**config.mk**
```make
export PLATFORM = sky130hd
export DESIGN_NAME = cts_scan
export DESIGN_NICKNAME = d
export VERILOG_FILES = /design/src/common/cts_pkg.sv /design/src/verilog/cts_sync3.sv /design/src/verilog/cts_scan.sv
export SDC_FILE = /design/constraint.sdc
export NUM_CORES = 1
export LEC_CHECK = 0
export BUFFER_PORTS_ARGS = -buffer_cell sky130_fd_sc_hd__buf_2
export CAP_MARGIN = 30
export CORE_AREA = 2 2 145 133
export DETAILED_ROUTE_END_ITERATION = 10
export DIE_AREA = 0 0 147 135
export PLACE_DENSITY = 0.61
export SYNTH_ARGS = -nofsm -noshare
export SYNTH_HDL_FRONTEND = slang
export SYNTH_SLANG_ARGS = --single-unit
```
**constraint.sdc**
```tcl
create_clock -name i_clk -period 5.6 [get_ports i_clk]
set_clock_uncertainty 0.15 [all_clocks]
set_input_delay 0 -clock i_clk [delete_from_list [all_inputs] [get_ports i_clk]]
set_output_delay 0 -clock i_clk [all_outputs]
set_load 0.05 [all_outputs]
```
**src/common/cts_pkg.sv**
```systemverilog
// Register map, field positions and reset values of the capacitive touch scan block.
package cts_pkg;

    localparam int unsigned CTS_AW = 4;
    localparam int unsigned CTS_DW = 8;

    localparam logic [3:0] CTS_OFS_SLOT_PRELOAD = 4'h0;
    localparam logic [3:0] CTS_OFS_FUNC_CTRL    = 4'h1;
    localparam logic [3:0] CTS_OFS_FREQ_CTRL    = 4'h2;
    localparam logic [3:0] CTS_OFS_FUNC_LO      = 4'h3;
    localparam logic [3:0] CTS_OFS_FUNC_HI      = 4'h4;
    localparam logic [3:0] CTS_OFS_SENSE_LO     = 4'h5;
    localparam logic [3:0] CTS_OFS_SENSE_HI     = 4'h6;
    localparam logic [3:0] CTS_OFS_REFCAP_LO    = 4'h7;
    localparam logic [3:0] CTS_OFS_REFCAP_HI    = 4'h8;
    localparam logic [3:0] CTS_OFS_MOD_CTRL0    = 4'h9;
    localparam logic [3:0] CTS_OFS_MOD_CTRL1    = 4'ha;

    // Function control register fields.
    localparam int unsigned CTS_B_SLOT_OVF  = 6;
    localparam int unsigned CTS_B_START     = 5;
    localparam int unsigned CTS_B_SENSE_OVF = 4;
    localparam int unsigned CTS_B_FUNC_OVF  = 3;
    localparam int unsigned CTS_B_FCLK_LSB  = 0;

    // Module control register 0 fields.
    localparam int unsigned CTS_B_MUX_LSB   = 6;
    localparam int unsigned CTS_B_DOUBLE    = 5;
    localparam int unsigned CTS_B_FILTER    = 4;
    localparam int unsigned CTS_B_HOP_CTRL  = 3;
    localparam int unsigned CTS_B_HOP_LSB   = 0;

    // Module control register 1 fields.
    localparam int unsigned CTS_B_SLOT_CLK  = 7;
    localparam int unsigned CTS_B_REF_EN    = 5;
    localparam int unsigned CTS_B_SENSE_EN  = 4;
    localparam int unsigned CTS_B_KEY_LSB   = 0;
    localparam logic [7:0]  CTS_MOD_CTRL1_MASK = 8'hbf;

    localparam logic [7:0]  CTS_RST_PRELOAD   = 8'h00;
    localparam logic [1:0]  CTS_RST_FREQ_SEL  = 2'h3;
    localparam logic [9:0]  CTS_RST_REFCAP    = 10'h000;
    localparam logic [7:0]  CTS_RST_MOD_CTRL  = 8'h00;

    // Function counter clock select codes.
    localparam logic [1:0]  CTS_FCLK_DIV1 = 2'h0;
    localparam logic [1:0]  CTS_FCLK_DIV2 = 2'h1;
    localparam logic [1:0]  CTS_FCLK_DIV4 = 2'h2;
    localparam logic [1:0]  CTS_FCLK_DIV8 = 2'h3;

    // A time-slot unit ends at this count, so it spans 32 time-slot clock periods.
    localparam logic [4:0]  CTS_UNIT_LAST = 5'h1f;
    localparam logic [7:0]  CTS_SLOT_LAST = 8'hff;
    localparam int unsigned CTS_KEYS      = 4;

endpackage

```
**src/verilog/cts_sync3.sv**
```systemverilog
// Three-stage synchroniser with agreement filter and rising-edge pulse.
`timescale 1ns/1ps
module cts_sync3 #(
    parameter int unsigned W = 1
) (
    input  wire logic         i_clk,
    input  wire logic         i_rst,
    input  wire logic [W-1:0] i_async,
    output logic      [W-1:0] o_level,
    output logic      [W-1:0] o_rise
);

    typedef struct packed {
        logic [W-1:0] s1;
        logic [W-1:0] s2;
        logic [W-1:0] s3;
        logic [W-1:0] lvl;
        logic [W-1:0] rise;
    } cts_sync_t;

    cts_sync_t st_ff;
    cts_sync_t nxt_st;

    // A change is taken only when stages two and three agree, so a sample caught
    // mid-transition can never reach the counters.
    always_comb
    begin
        nxt_st      = st_ff;
        nxt_st.s1   = i_async;
        nxt_st.s2   = st_ff.s1;
        nxt_st.s3   = st_ff.s2;
        for (int i = 0; i < W; i++)
        begin
            if (st_ff.s2[i] == st_ff.s3[i])
            begin
                nxt_st.lvl[i] = st_ff.s3[i];
            end
            nxt_st.rise[i] = (st_ff.s2[i] == st_ff.s3[i]) && st_ff.s3[i] && !st_ff.lvl[i];
        end
    end

    always_ff @(posedge i_clk or posedge i_rst)
    begin
        if (i_rst)
        begin
            st_ff <= '0;
        end
        else
        begin
            st_ff <= nxt_st;
        end
    end

    assign o_level = st_ff.lvl;
    assign o_rise  = st_ff.rise;

endmodule

```
**src/verilog/cts_scan.sv**
```systemverilog
// Capacitive touch scan core: registers, time-slot window and the two counters.
//
// Summary of operation
// - Two-bit field selects oscillator frequency 1, 3, 7 or 11 MHz.
// - Function counter stops and holds on slot overflow; read as byte pair.
// - Sense-cycle counter stops and holds on slot overflow; read as byte pair.
// - Sense-cycle count clears to zero when scan start is written low.
// - Ten-bit reference capacitor code, low byte plus two high bits.
// - Mux field codes 0 to 3 route sense inputs 1 to 4.
// - Doubling bit set runs key oscillator at twice its selected frequency.
// - Filter enable is module control 0 bit 4, reset disabled.
// - Hop control select one hands hopping to hardware, ignoring hop field.
// - Three-bit hop field picks eight frequencies, used only when select is 0.
// - Slot clock is reference oscillator when 0, system clock over four when 1.
// - Module control 1 bits 0 to 3 enable inputs; only enabled inputs scan.
// - Start low clears sense, function and unit counters, not slot counter.
// - Start rising switches on all four counters and the enabled oscillators.
// - Slot overflow stops both oscillators and all four counters.
// - One touch interrupt, only on slot counter overflow.
// - Sense count overflow flag sets on overflow, stays until software clears.
// - Function count overflow flag sets on overflow, never auto-cleared.
// - Slot overflow sets slot flag and requests an interrupt at once.
// - Count selected sense oscillator cycles during the fixed window.
// - Window lasts 256 minus preload units of 32 slot clock periods.
// - Function clock select picks system clock divided by 1, 2, 4 or 8.
// - Software write of 1 cannot set slot flag; software only clears it.
// - Function counter runs only on system slot clock or enabled reference.
//
// Implementation choices: the address-and-strobe port and the register addresses.
`timescale 1ns/1ps
module cts_scan
    import cts_pkg::*;
(
    input  wire logic                 i_clk,
    input  wire logic                 i_rst,
    input  wire logic [CTS_AW-1:0]    i_addr,
    input  wire logic [CTS_DW-1:0]    i_wr_data,
    input  wire logic                 i_wr,
    input  wire logic                 i_rd,
    input  wire logic                 i_ref_osc,
    input  wire logic [CTS_KEYS-1:0]  i_sense_osc,
    output logic      [CTS_DW-1:0]    o_rd_data,
    output logic                      o_touch_irq,
    output logic                      o_ref_osc_run,
    output logic                      o_sense_osc_run,
    output logic      [1:0]           o_osc_freq_select,
    output logic                      o_freq_double_enable,
    output logic                      o_filter_enable,
    output logic                      o_hop_control_select,
    output logic      [2:0]           o_hop_freq_select,
    output logic      [1:0]           o_input_mux_select,
    output logic      [9:0]           o_ref_cap_code
);

    typedef struct packed {
        logic [7:0]  slot_preload;
        logic        slot_overflow_flag;
        logic        scan_start;
        logic        sense_count_overflow_flag;
        logic        function_count_overflow_flag;
        logic [1:0]  function_count_clock_select;
        logic [1:0]  oscillator_freq_select;
        logic [15:0] func_cnt;
        logic [15:0] sense_cnt;
        logic [9:0]  ref_cap_code;
        logic [7:0]  mod_ctrl0;
        logic [7:0]  mod_ctrl1;
        logic        running;
        logic [4:0]  unit_cnt;
        logic [7:0]  slot_cnt;
        logic [2:0]  div_cnt;
        logic        touch_irq_request;
        logic        ref_run;
        logic        sense_run;
        logic [7:0]  rd_data;
    } cts_state_t;

    cts_state_t st_ff;
    cts_state_t nxt_st;

    logic [CTS_KEYS:0] osc_rise;

    cts_sync3 #(
        .W (CTS_KEYS + 1)
    ) u_osc_sync (
        .i_clk   (i_clk),
        .i_rst   (i_rst),
        .i_async ({i_sense_osc, i_ref_osc}),
        .o_level (),
        .o_rise  (osc_rise)
    );

    ////////////////////////////////////////////////////////////////////////////////
    // Decoded controls.

    logic       slot_clk_sys;
    logic       ref_en;
    logic       sense_en;
    logic [1:0] mux_sel;
    logic       key_en;
    logic       slot_tick;
    logic       func_tick;
    logic       sense_tick;
    logic       slot_ovf;
    logic       wr_ctrl;
    logic       start_low_wr;
    logic       start_rise_wr;

    always_comb
    begin
        slot_clk_sys = st_ff.mod_ctrl1[CTS_B_SLOT_CLK];
        ref_en       = st_ff.mod_ctrl1[CTS_B_REF_EN];
        sense_en     = st_ff.mod_ctrl1[CTS_B_SENSE_EN];
        mux_sel      = st_ff.mod_ctrl0[CTS_B_MUX_LSB +: 2];
        key_en       = st_ff.mod_ctrl1[CTS_B_KEY_LSB + 32'(mux_sel)];
        // The reference oscillator is stopped while disabled, so its edges are ignored.
        slot_tick    = st_ff.running && (slot_clk_sys ? (st_ff.div_cnt[1:0] == 2'h3)
                                                      : (ref_en && osc_rise[0]));
        case (st_ff.function_count_clock_select)
            CTS_FCLK_DIV1: func_tick = 1'b1;
            CTS_FCLK_DIV2: func_tick = st_ff.div_cnt[0];
            CTS_FCLK_DIV4: func_tick = (st_ff.div_cnt[1:0] == 2'h3);
            CTS_FCLK_DIV8: func_tick = (st_ff.div_cnt == 3'h7);
            default:       func_tick = 1'b0;
        endcase
        func_tick    = func_tick && st_ff.running && (slot_clk_sys || ref_en);
        sense_tick   = st_ff.running && sense_en && key_en
                       && osc_rise[32'(mux_sel) + 1];
        slot_ovf     = slot_tick && (st_ff.unit_cnt == CTS_UNIT_LAST)
                       && (st_ff.slot_cnt == CTS_SLOT_LAST);
        wr_ctrl      = i_wr && (i_addr == CTS_OFS_FUNC_CTRL);
        start_low_wr  = wr_ctrl && !i_wr_data[CTS_B_START];
        start_rise_wr = wr_ctrl && i_wr_data[CTS_B_START] && !st_ff.scan_start;
    end

    ////////////////////////////////////////////////////////////////////////////////
    // Next state.

    always_comb
    begin
        nxt_st                   = st_ff;
        nxt_st.div_cnt           = st_ff.div_cnt + 3'h1;
        nxt_st.touch_irq_request = 1'b0;
        nxt_st.rd_data           = '0;

        if (slot_tick)
        begin
            nxt_st.unit_cnt = st_ff.unit_cnt + 5'h1;
            if (st_ff.unit_cnt == CTS_UNIT_LAST)
            begin
                nxt_st.slot_cnt = st_ff.slot_cnt + 8'h1;
            end
        end
        if (func_tick)
        begin
            nxt_st.func_cnt = st_ff.func_cnt + 16'h1;
        end
        if (sense_tick)
        begin
            nxt_st.sense_cnt = st_ff.sense_cnt + 16'h1;
        end

        if (i_wr)
        begin
            case (i_addr)
                CTS_OFS_SLOT_PRELOAD: nxt_st.slot_preload = i_wr_data;
                CTS_OFS_FUNC_CTRL:
                begin
                    // Flags only clear from software; writing 1 leaves them as they are.
                    if (!i_wr_data[CTS_B_SLOT_OVF])
                    begin
                        nxt_st.slot_overflow_flag = 1'b0;
                    end
                    if (!i_wr_data[CTS_B_SENSE_OVF])
                    begin
                        nxt_st.sense_count_overflow_flag = 1'b0;
                    end
                    if (!i_wr_data[CTS_B_FUNC_OVF])
                    begin
                        nxt_st.function_count_overflow_flag = 1'b0;
                    end
                    nxt_st.scan_start = i_wr_data[CTS_B_START];
                    nxt_st.function_count_clock_select = i_wr_data[CTS_B_FCLK_LSB +: 2];
                end
                CTS_OFS_FREQ_CTRL:  nxt_st.oscillator_freq_select = i_wr_data[1:0];
                CTS_OFS_REFCAP_LO:  nxt_st.ref_cap_code[7:0] = i_wr_data;
                CTS_OFS_REFCAP_HI:  nxt_st.ref_cap_code[9:8] = i_wr_data[1:0];
                CTS_OFS_MOD_CTRL0:  nxt_st.mod_ctrl0 = i_wr_data;
                CTS_OFS_MOD_CTRL1:  nxt_st.mod_ctrl1 = i_wr_data & CTS_MOD_CTRL1_MASK;
                default:            nxt_st.running = st_ff.running;
            endcase
        end

        if (start_low_wr)
        begin
            // The slot counter is left alone so its last value stays visible.
            nxt_st.sense_cnt = '0;
            nxt_st.func_cnt  = '0;
            nxt_st.unit_cnt  = '0;
            nxt_st.running   = 1'b0;
        end
        else if (start_rise_wr)
        begin
            nxt_st.running  = 1'b1;
            nxt_st.unit_cnt = '0;
            nxt_st.slot_cnt = st_ff.slot_preload;
        end

        // Hardware sets win over a software clear in the same cycle.
        if (func_tick && (st_ff.func_cnt == 16'hffff))
        begin
            nxt_st.function_count_overflow_flag = 1'b1;
        end
        if (sense_tick && (st_ff.sense_cnt == 16'hffff))
        begin
            nxt_st.sense_count_overflow_flag = 1'b1;
        end
        if (slot_ovf)
        begin
            nxt_st.slot_overflow_flag = 1'b1;
            nxt_st.touch_irq_request  = 1'b1;
            nxt_st.running            = 1'b0;
            // A start-low write in the same cycle must still clear the counts.
            if (!start_low_wr)
            begin
                nxt_st.func_cnt  = st_ff.func_cnt;
                nxt_st.sense_cnt = st_ff.sense_cnt;
            end
            // Scan start is not touched here; a new window needs a low then high write.
            nxt_st.scan_start         = start_low_wr ? 1'b0 : nxt_st.scan_start;
        end

        // Registered so that the oscillator enables leave the block glitch-free.
        nxt_st.ref_run   = nxt_st.running && nxt_st.mod_ctrl1[CTS_B_REF_EN];
        nxt_st.sense_run = nxt_st.running && nxt_st.mod_ctrl1[CTS_B_SENSE_EN];

        if (i_rd)
        begin
            case (i_addr)
                CTS_OFS_SLOT_PRELOAD: nxt_st.rd_data = st_ff.slot_preload;
                CTS_OFS_FUNC_CTRL:    nxt_st.rd_data = {1'b0, st_ff.slot_overflow_flag,
                                                        st_ff.scan_start,
                                                        st_ff.sense_count_overflow_flag,
                                                        st_ff.function_count_overflow_flag,
                                                        1'b0,
                                                        st_ff.function_count_clock_select};
                CTS_OFS_FREQ_CTRL:    nxt_st.rd_data = {6'h00, st_ff.oscillator_freq_select};
                CTS_OFS_FUNC_LO:      nxt_st.rd_data = st_ff.func_cnt[7:0];
                CTS_OFS_FUNC_HI:      nxt_st.rd_data = st_ff.func_cnt[15:8];
                CTS_OFS_SENSE_LO:     nxt_st.rd_data = st_ff.sense_cnt[7:0];
                CTS_OFS_SENSE_HI:     nxt_st.rd_data = st_ff.sense_cnt[15:8];
                CTS_OFS_REFCAP_LO:    nxt_st.rd_data = st_ff.ref_cap_code[7:0];
                CTS_OFS_REFCAP_HI:    nxt_st.rd_data = {6'h00, st_ff.ref_cap_code[9:8]};
                CTS_OFS_MOD_CTRL0:    nxt_st.rd_data = st_ff.mod_ctrl0;
                CTS_OFS_MOD_CTRL1:    nxt_st.rd_data = st_ff.mod_ctrl1;
                default:              nxt_st.rd_data = 8'h00;
            endcase
        end
    end

    always_ff @(posedge i_clk or posedge i_rst)
    begin
        if (i_rst)
        begin
            st_ff                        <= '0;
            st_ff.slot_preload           <= CTS_RST_PRELOAD;
            st_ff.oscillator_freq_select <= CTS_RST_FREQ_SEL;
            st_ff.ref_cap_code           <= CTS_RST_REFCAP;
            st_ff.mod_ctrl0              <= CTS_RST_MOD_CTRL;
            st_ff.mod_ctrl1              <= CTS_RST_MOD_CTRL;
        end
        else
        begin
            st_ff <= nxt_st;
        end
    end

    ////////////////////////////////////////////////////////////////////////////////
    // Outputs, all straight from state flops.

    assign o_rd_data            = st_ff.rd_data;
    assign o_touch_irq          = st_ff.touch_irq_request;
    // Oscillators only run inside a window, so an overflow stops them as well.
    assign o_ref_osc_run        = st_ff.ref_run;
    assign o_sense_osc_run      = st_ff.sense_run;
    assign o_osc_freq_select    = st_ff.oscillator_freq_select;
    assign o_freq_double_enable = st_ff.mod_ctrl0[CTS_B_DOUBLE];
    assign o_filter_enable      = st_ff.mod_ctrl0[CTS_B_FILTER];
    assign o_hop_control_select = st_ff.mod_ctrl0[CTS_B_HOP_CTRL];
    assign o_hop_freq_select    = st_ff.mod_ctrl0[CTS_B_HOP_LSB +: 3];
    assign o_input_mux_select   = st_ff.mod_ctrl0[CTS_B_MUX_LSB +: 2];
    assign o_ref_cap_code       = st_ff.ref_cap_code;
endmodule

```
==> reports/summary.json <==
{
  "worst-endpoint-arrival_ns": 3.03,
  "end_kind": "flop",
  "grt.overflow.total": 0,
  "worstSetupPathType": "flop to flop",
  "stdcell_count": 858,
  "final_core_util_pct": 40.57,
  "number_of_h_tree_branching_levels": 4,
  "timing.final.hold_violations": 0,
  "synthCells": 568,
  "wire_per_inst_um": 18.85,
  "post-cts-setup-buffers": 0,
  "worstHoldStart": "i_addr[3]",
  "final_net_count": 634,
  "final_antenna_net_count": 0,
  "max_freq_ghz": 0.3521,
  "routed-via-count": 4731,
  "global_route_total_usage_across_every_layer_pct": 17.03,
  "die_width_um": 147,
  "sequential_share_of_the_synthesized_area_pct": 49.92,
  "filler_cell_count": 1748,
  "clockBufferDepth": 2,
  "drcViolationCount": 0,
  "cts.sink_count": 126,
  "rows": 47,
  "clock-root-buffer": "sky130_fd_sc_hd__clkbuf_16",
  "first_iter_violations": 463,
  "insertedDiodeCount": 0,
  "post_synth.cell_area_avg_um2": 11.13,
  "synth_cell_type_count": 61,
  "antenna_found_initial": 0,
  "numCtsBuffers": 17,
  "synthesis.yosys.warnings": 0,
  "final_cell_mix": "124 x sky130_fd_sc_hd__dfrtp_1, 51 x sky130_fd_sc_hd__buf_2, 45 x sky130_fd_sc_hd__mux2_2",
  "p_per_area_nw_per_um2": 439.8,
  "placement.io_buffers": 51,
  "num_io_pins": 52,
  "syn-num-nets": 602,
  "ir_drop_mv": 0.2857,
  "timing.critical_path.from": "st_ff[22]",
  "number_of_global_route_vias_before_repair": 4607,
  "die_height_um": 135,
  "synth-edff-count": 0,
  "finalSetupViolCount": 0,
  "layout-area-overhead-vs-synth_pct": 17.00,
  "synthFlopType": "sky130_fd_sc_hd__dfrtp_1",
  "critical_path_peak_fanout": 38,
  "clkTransAtPathRegs_ns": 0.06,
  "netlist_area_um2": 6321,
  "min-delay-path-class": "primary input to flop",
  "finalWirelength_um": 16170,
  "outcome": "complete, no violations",
  "first_pass_iters": 5,
  "layout_commonest_cell": "sky130_fd_sc_hd__dfrtp_1",
  "leakage_nw": 3.111,
  "relSlewSlack_pct": 34.10,
  "finalMaxSlewViolations": 0,
  "critical_path.startpoint_type": "flop",
  "largest_net_degree_at_the_start_of_global_routing": 75,
  "route.detailed.vias_per_inst": 5.514,
  "reg2reg_from": "st_ff[22]",
  "layout_worst_path_cycle_share_pct": 50.72,
  "hpwlAfterDp_um": 11400,
  "worst_slew_pin_slew_ns": 0.9874,
  "cts_tree": "done",
  "initial_core_util_pct": 34.67,
  "post-layout-total-power_mw": 3.253,
  "placed_cells_incl_taps": 809,
  "postSynth.asyncResetShare_pct": 100.0,
  "totalNegativeSetupSlack_ns": 0,
  "grt_first_pass_wirelength_um": 25760,
  "register_bit_count_reported_by_yosys": 126,
  "rsz0062_at_grt": "false",
  "die_outline_area_um2": 19850,
  "floorplan.core_area_um2": 18230,
  "drive_gt1_share_pct": 25.12,
  "maxCapViolCount": 0,
  "gp_congestion": 0.8916,
  "insertion_delay_ns": 0.42,
  "worst-endpoint-required_ns": 5.79,
  "timing.final.crit_period_ns": 2.840
}
[Yosys cell counts (4+ instances only)]
cell	n	share of area, %
sky130_fd_sc_hd__dfrtp_1	124	49
sky130_fd_sc_hd__mux2_2	45	8.0
sky130_fd_sc_hd__nand2_1	35	2.1
sky130_fd_sc_hd__a21oi_1	34	2.7
sky130_fd_sc_hd__nor2_1	27	1.6
sky130_fd_sc_hd__buf_4	25	3.0
sky130_fd_sc_hd__o21ai_0	22	1.7
sky130_fd_sc_hd__clkbuf_1	18	1.1
sky130_fd_sc_hd__o31ai_1	18	2.1
sky130_fd_sc_hd__nand3_1	16	1.3
sky130_fd_sc_hd__nor2b_1	16	1.6
sky130_fd_sc_hd__or4_1	16	1.9
sky130_fd_sc_hd__nand4_1	14	1.4
sky130_fd_sc_hd__ha_1	13	2.6
sky130_fd_sc_hd__and3_1	10	0.99
sky130_fd_sc_hd__inv_1	10	0.59
sky130_fd_sc_hd__xor2_1	9	1.2
sky130_fd_sc_hd__mux2i_1	8	1.3
sky130_fd_sc_hd__xnor2_1	8	1.1
sky130_fd_sc_hd__buf_2	7	0.55
sky130_fd_sc_hd__mux4_2	7	2.5
sky130_fd_sc_hd__a22oi_1	6	0.71
sky130_fd_sc_hd__nor3_1	6	0.48
sky130_fd_sc_hd__a211oi_1	5	0.59
sky130_fd_sc_hd__and4_1	5	0.69
sky130_fd_sc_hd__or3_1	5	0.49
sky130_fd_sc_hd__a31oi_1	4	0.40
sky130_fd_sc_hd__buf_1	4	0.24
[worst max-delay path, stage by stage (launching register included)]
cell and delay (ns):
sky130_fd_sc_hd__dfrtp_1 0.40, sky130_fd_sc_hd__ha_1 0.22, sky130_fd_sc_hd__and3_1 0.18, sky130_fd_sc_hd__ha_1 0.24
sky130_fd_sc_hd__o211ai_2 0.13, sky130_fd_sc_hd__or2_1 0.19, sky130_fd_sc_hd__inv_1 0.42, sky130_fd_sc_hd__or4_1 0.66
sky130_fd_sc_hd__a21oi_1 0.15
[where the power goes]
group / internal (mW) / total, mW / leakage [nW] / switching, mW
logic: 0.271 / 0.668 / 1.25 / 0.397
registers: 1.11 / 1.37 / 1.54 / 0.256
clock network: 0.801 / 1.22 / 0.320 / 0.416
[cells by family after synthesis]
kind of cell    after synthesis  synth area share (%)
flops                       126                 49.92
buf+inv                      67                 5.997
simple gates                171                 15.16
mux                          61                 12.19
fa+ha+maj                    13                 2.573
compound gates              113                 11.80
xor+xnor                     17                 2.356
[final timing paths]
check	end	slack [ns]	depth (start not counted)
worst min-delay path	o_rd_data[1]	0.04	3
worst min register to register	u_osc_sync.nxt_st[13]	0.20	0
worst max-delay path	st_ff[63]	2.76	8
min in group asynchronous	st_ff[24]	0.07	3
worst max register to register	st_ff[63]	2.76	8
max in group asynchronous	st_ff[63]	4.08	5
[sequential cells by signal, summed over array words and instances, names as in the netlist, 2 cells and up]
signal,flops
o_input_mux_select,2
u_osc_sync.o_level,5
u_osc_sync.o_rise,5
u_osc_sync.st_ff,5
o_ref_cap_code,10
o_hop_freq_select,3
u_osc_sync.nxt_st,10
st_ff,67
o_rd_data,8
o_osc_freq_select,2
[layer usage]
layer | track usage, % | vias to the layer above | share of wire (%)
met5 | 0 | - | 0
met4 | 5.182 | 0 | 1.7
met3 | 4.831 | 23 | 6.1
met2 | 25.90 | 161 | 46
met1 | 23.78 | 2413 | 46
li1 | - | 2134 | -
[stage by stage]
step,cell area (µm²),hold slack [ns],worst slack (ns)
CTS,7376,0.005013,2.740
detailed placement,6564,-0.04027,2.746
finish,7396,0.04127,2.760
floorplan,6321,-0.1186,2.097
global placement,6564,-0.04213,2.767
global route,7396,0.03482,2.581
[layout make-up]
| cell class | instances | area, µm² | share of cell area, % |
|---|---|---|---|
| clock buffers | 18 | 439.2 | 5.938 |
| repair buffers | 70 | 450.4 | 6.090 |
| flip-flops and latches | 126 | 3156 | 42.67 |
| well taps | 245 | 306.5 | 4.145 |
| clock inverters | 14 | 212.7 | 2.876 |
| multi-input cells | 375 | 2791 | 37.74 |
| inverters | 10 | 40.04 | 0.5414 |
[timing repair]
item | in CTS | in global routing
hold endpoints to repair | 111 | 0
resized for setup | 0 | 0
hold buffers | 16 | 0
(Power assumes the default switching activity.)
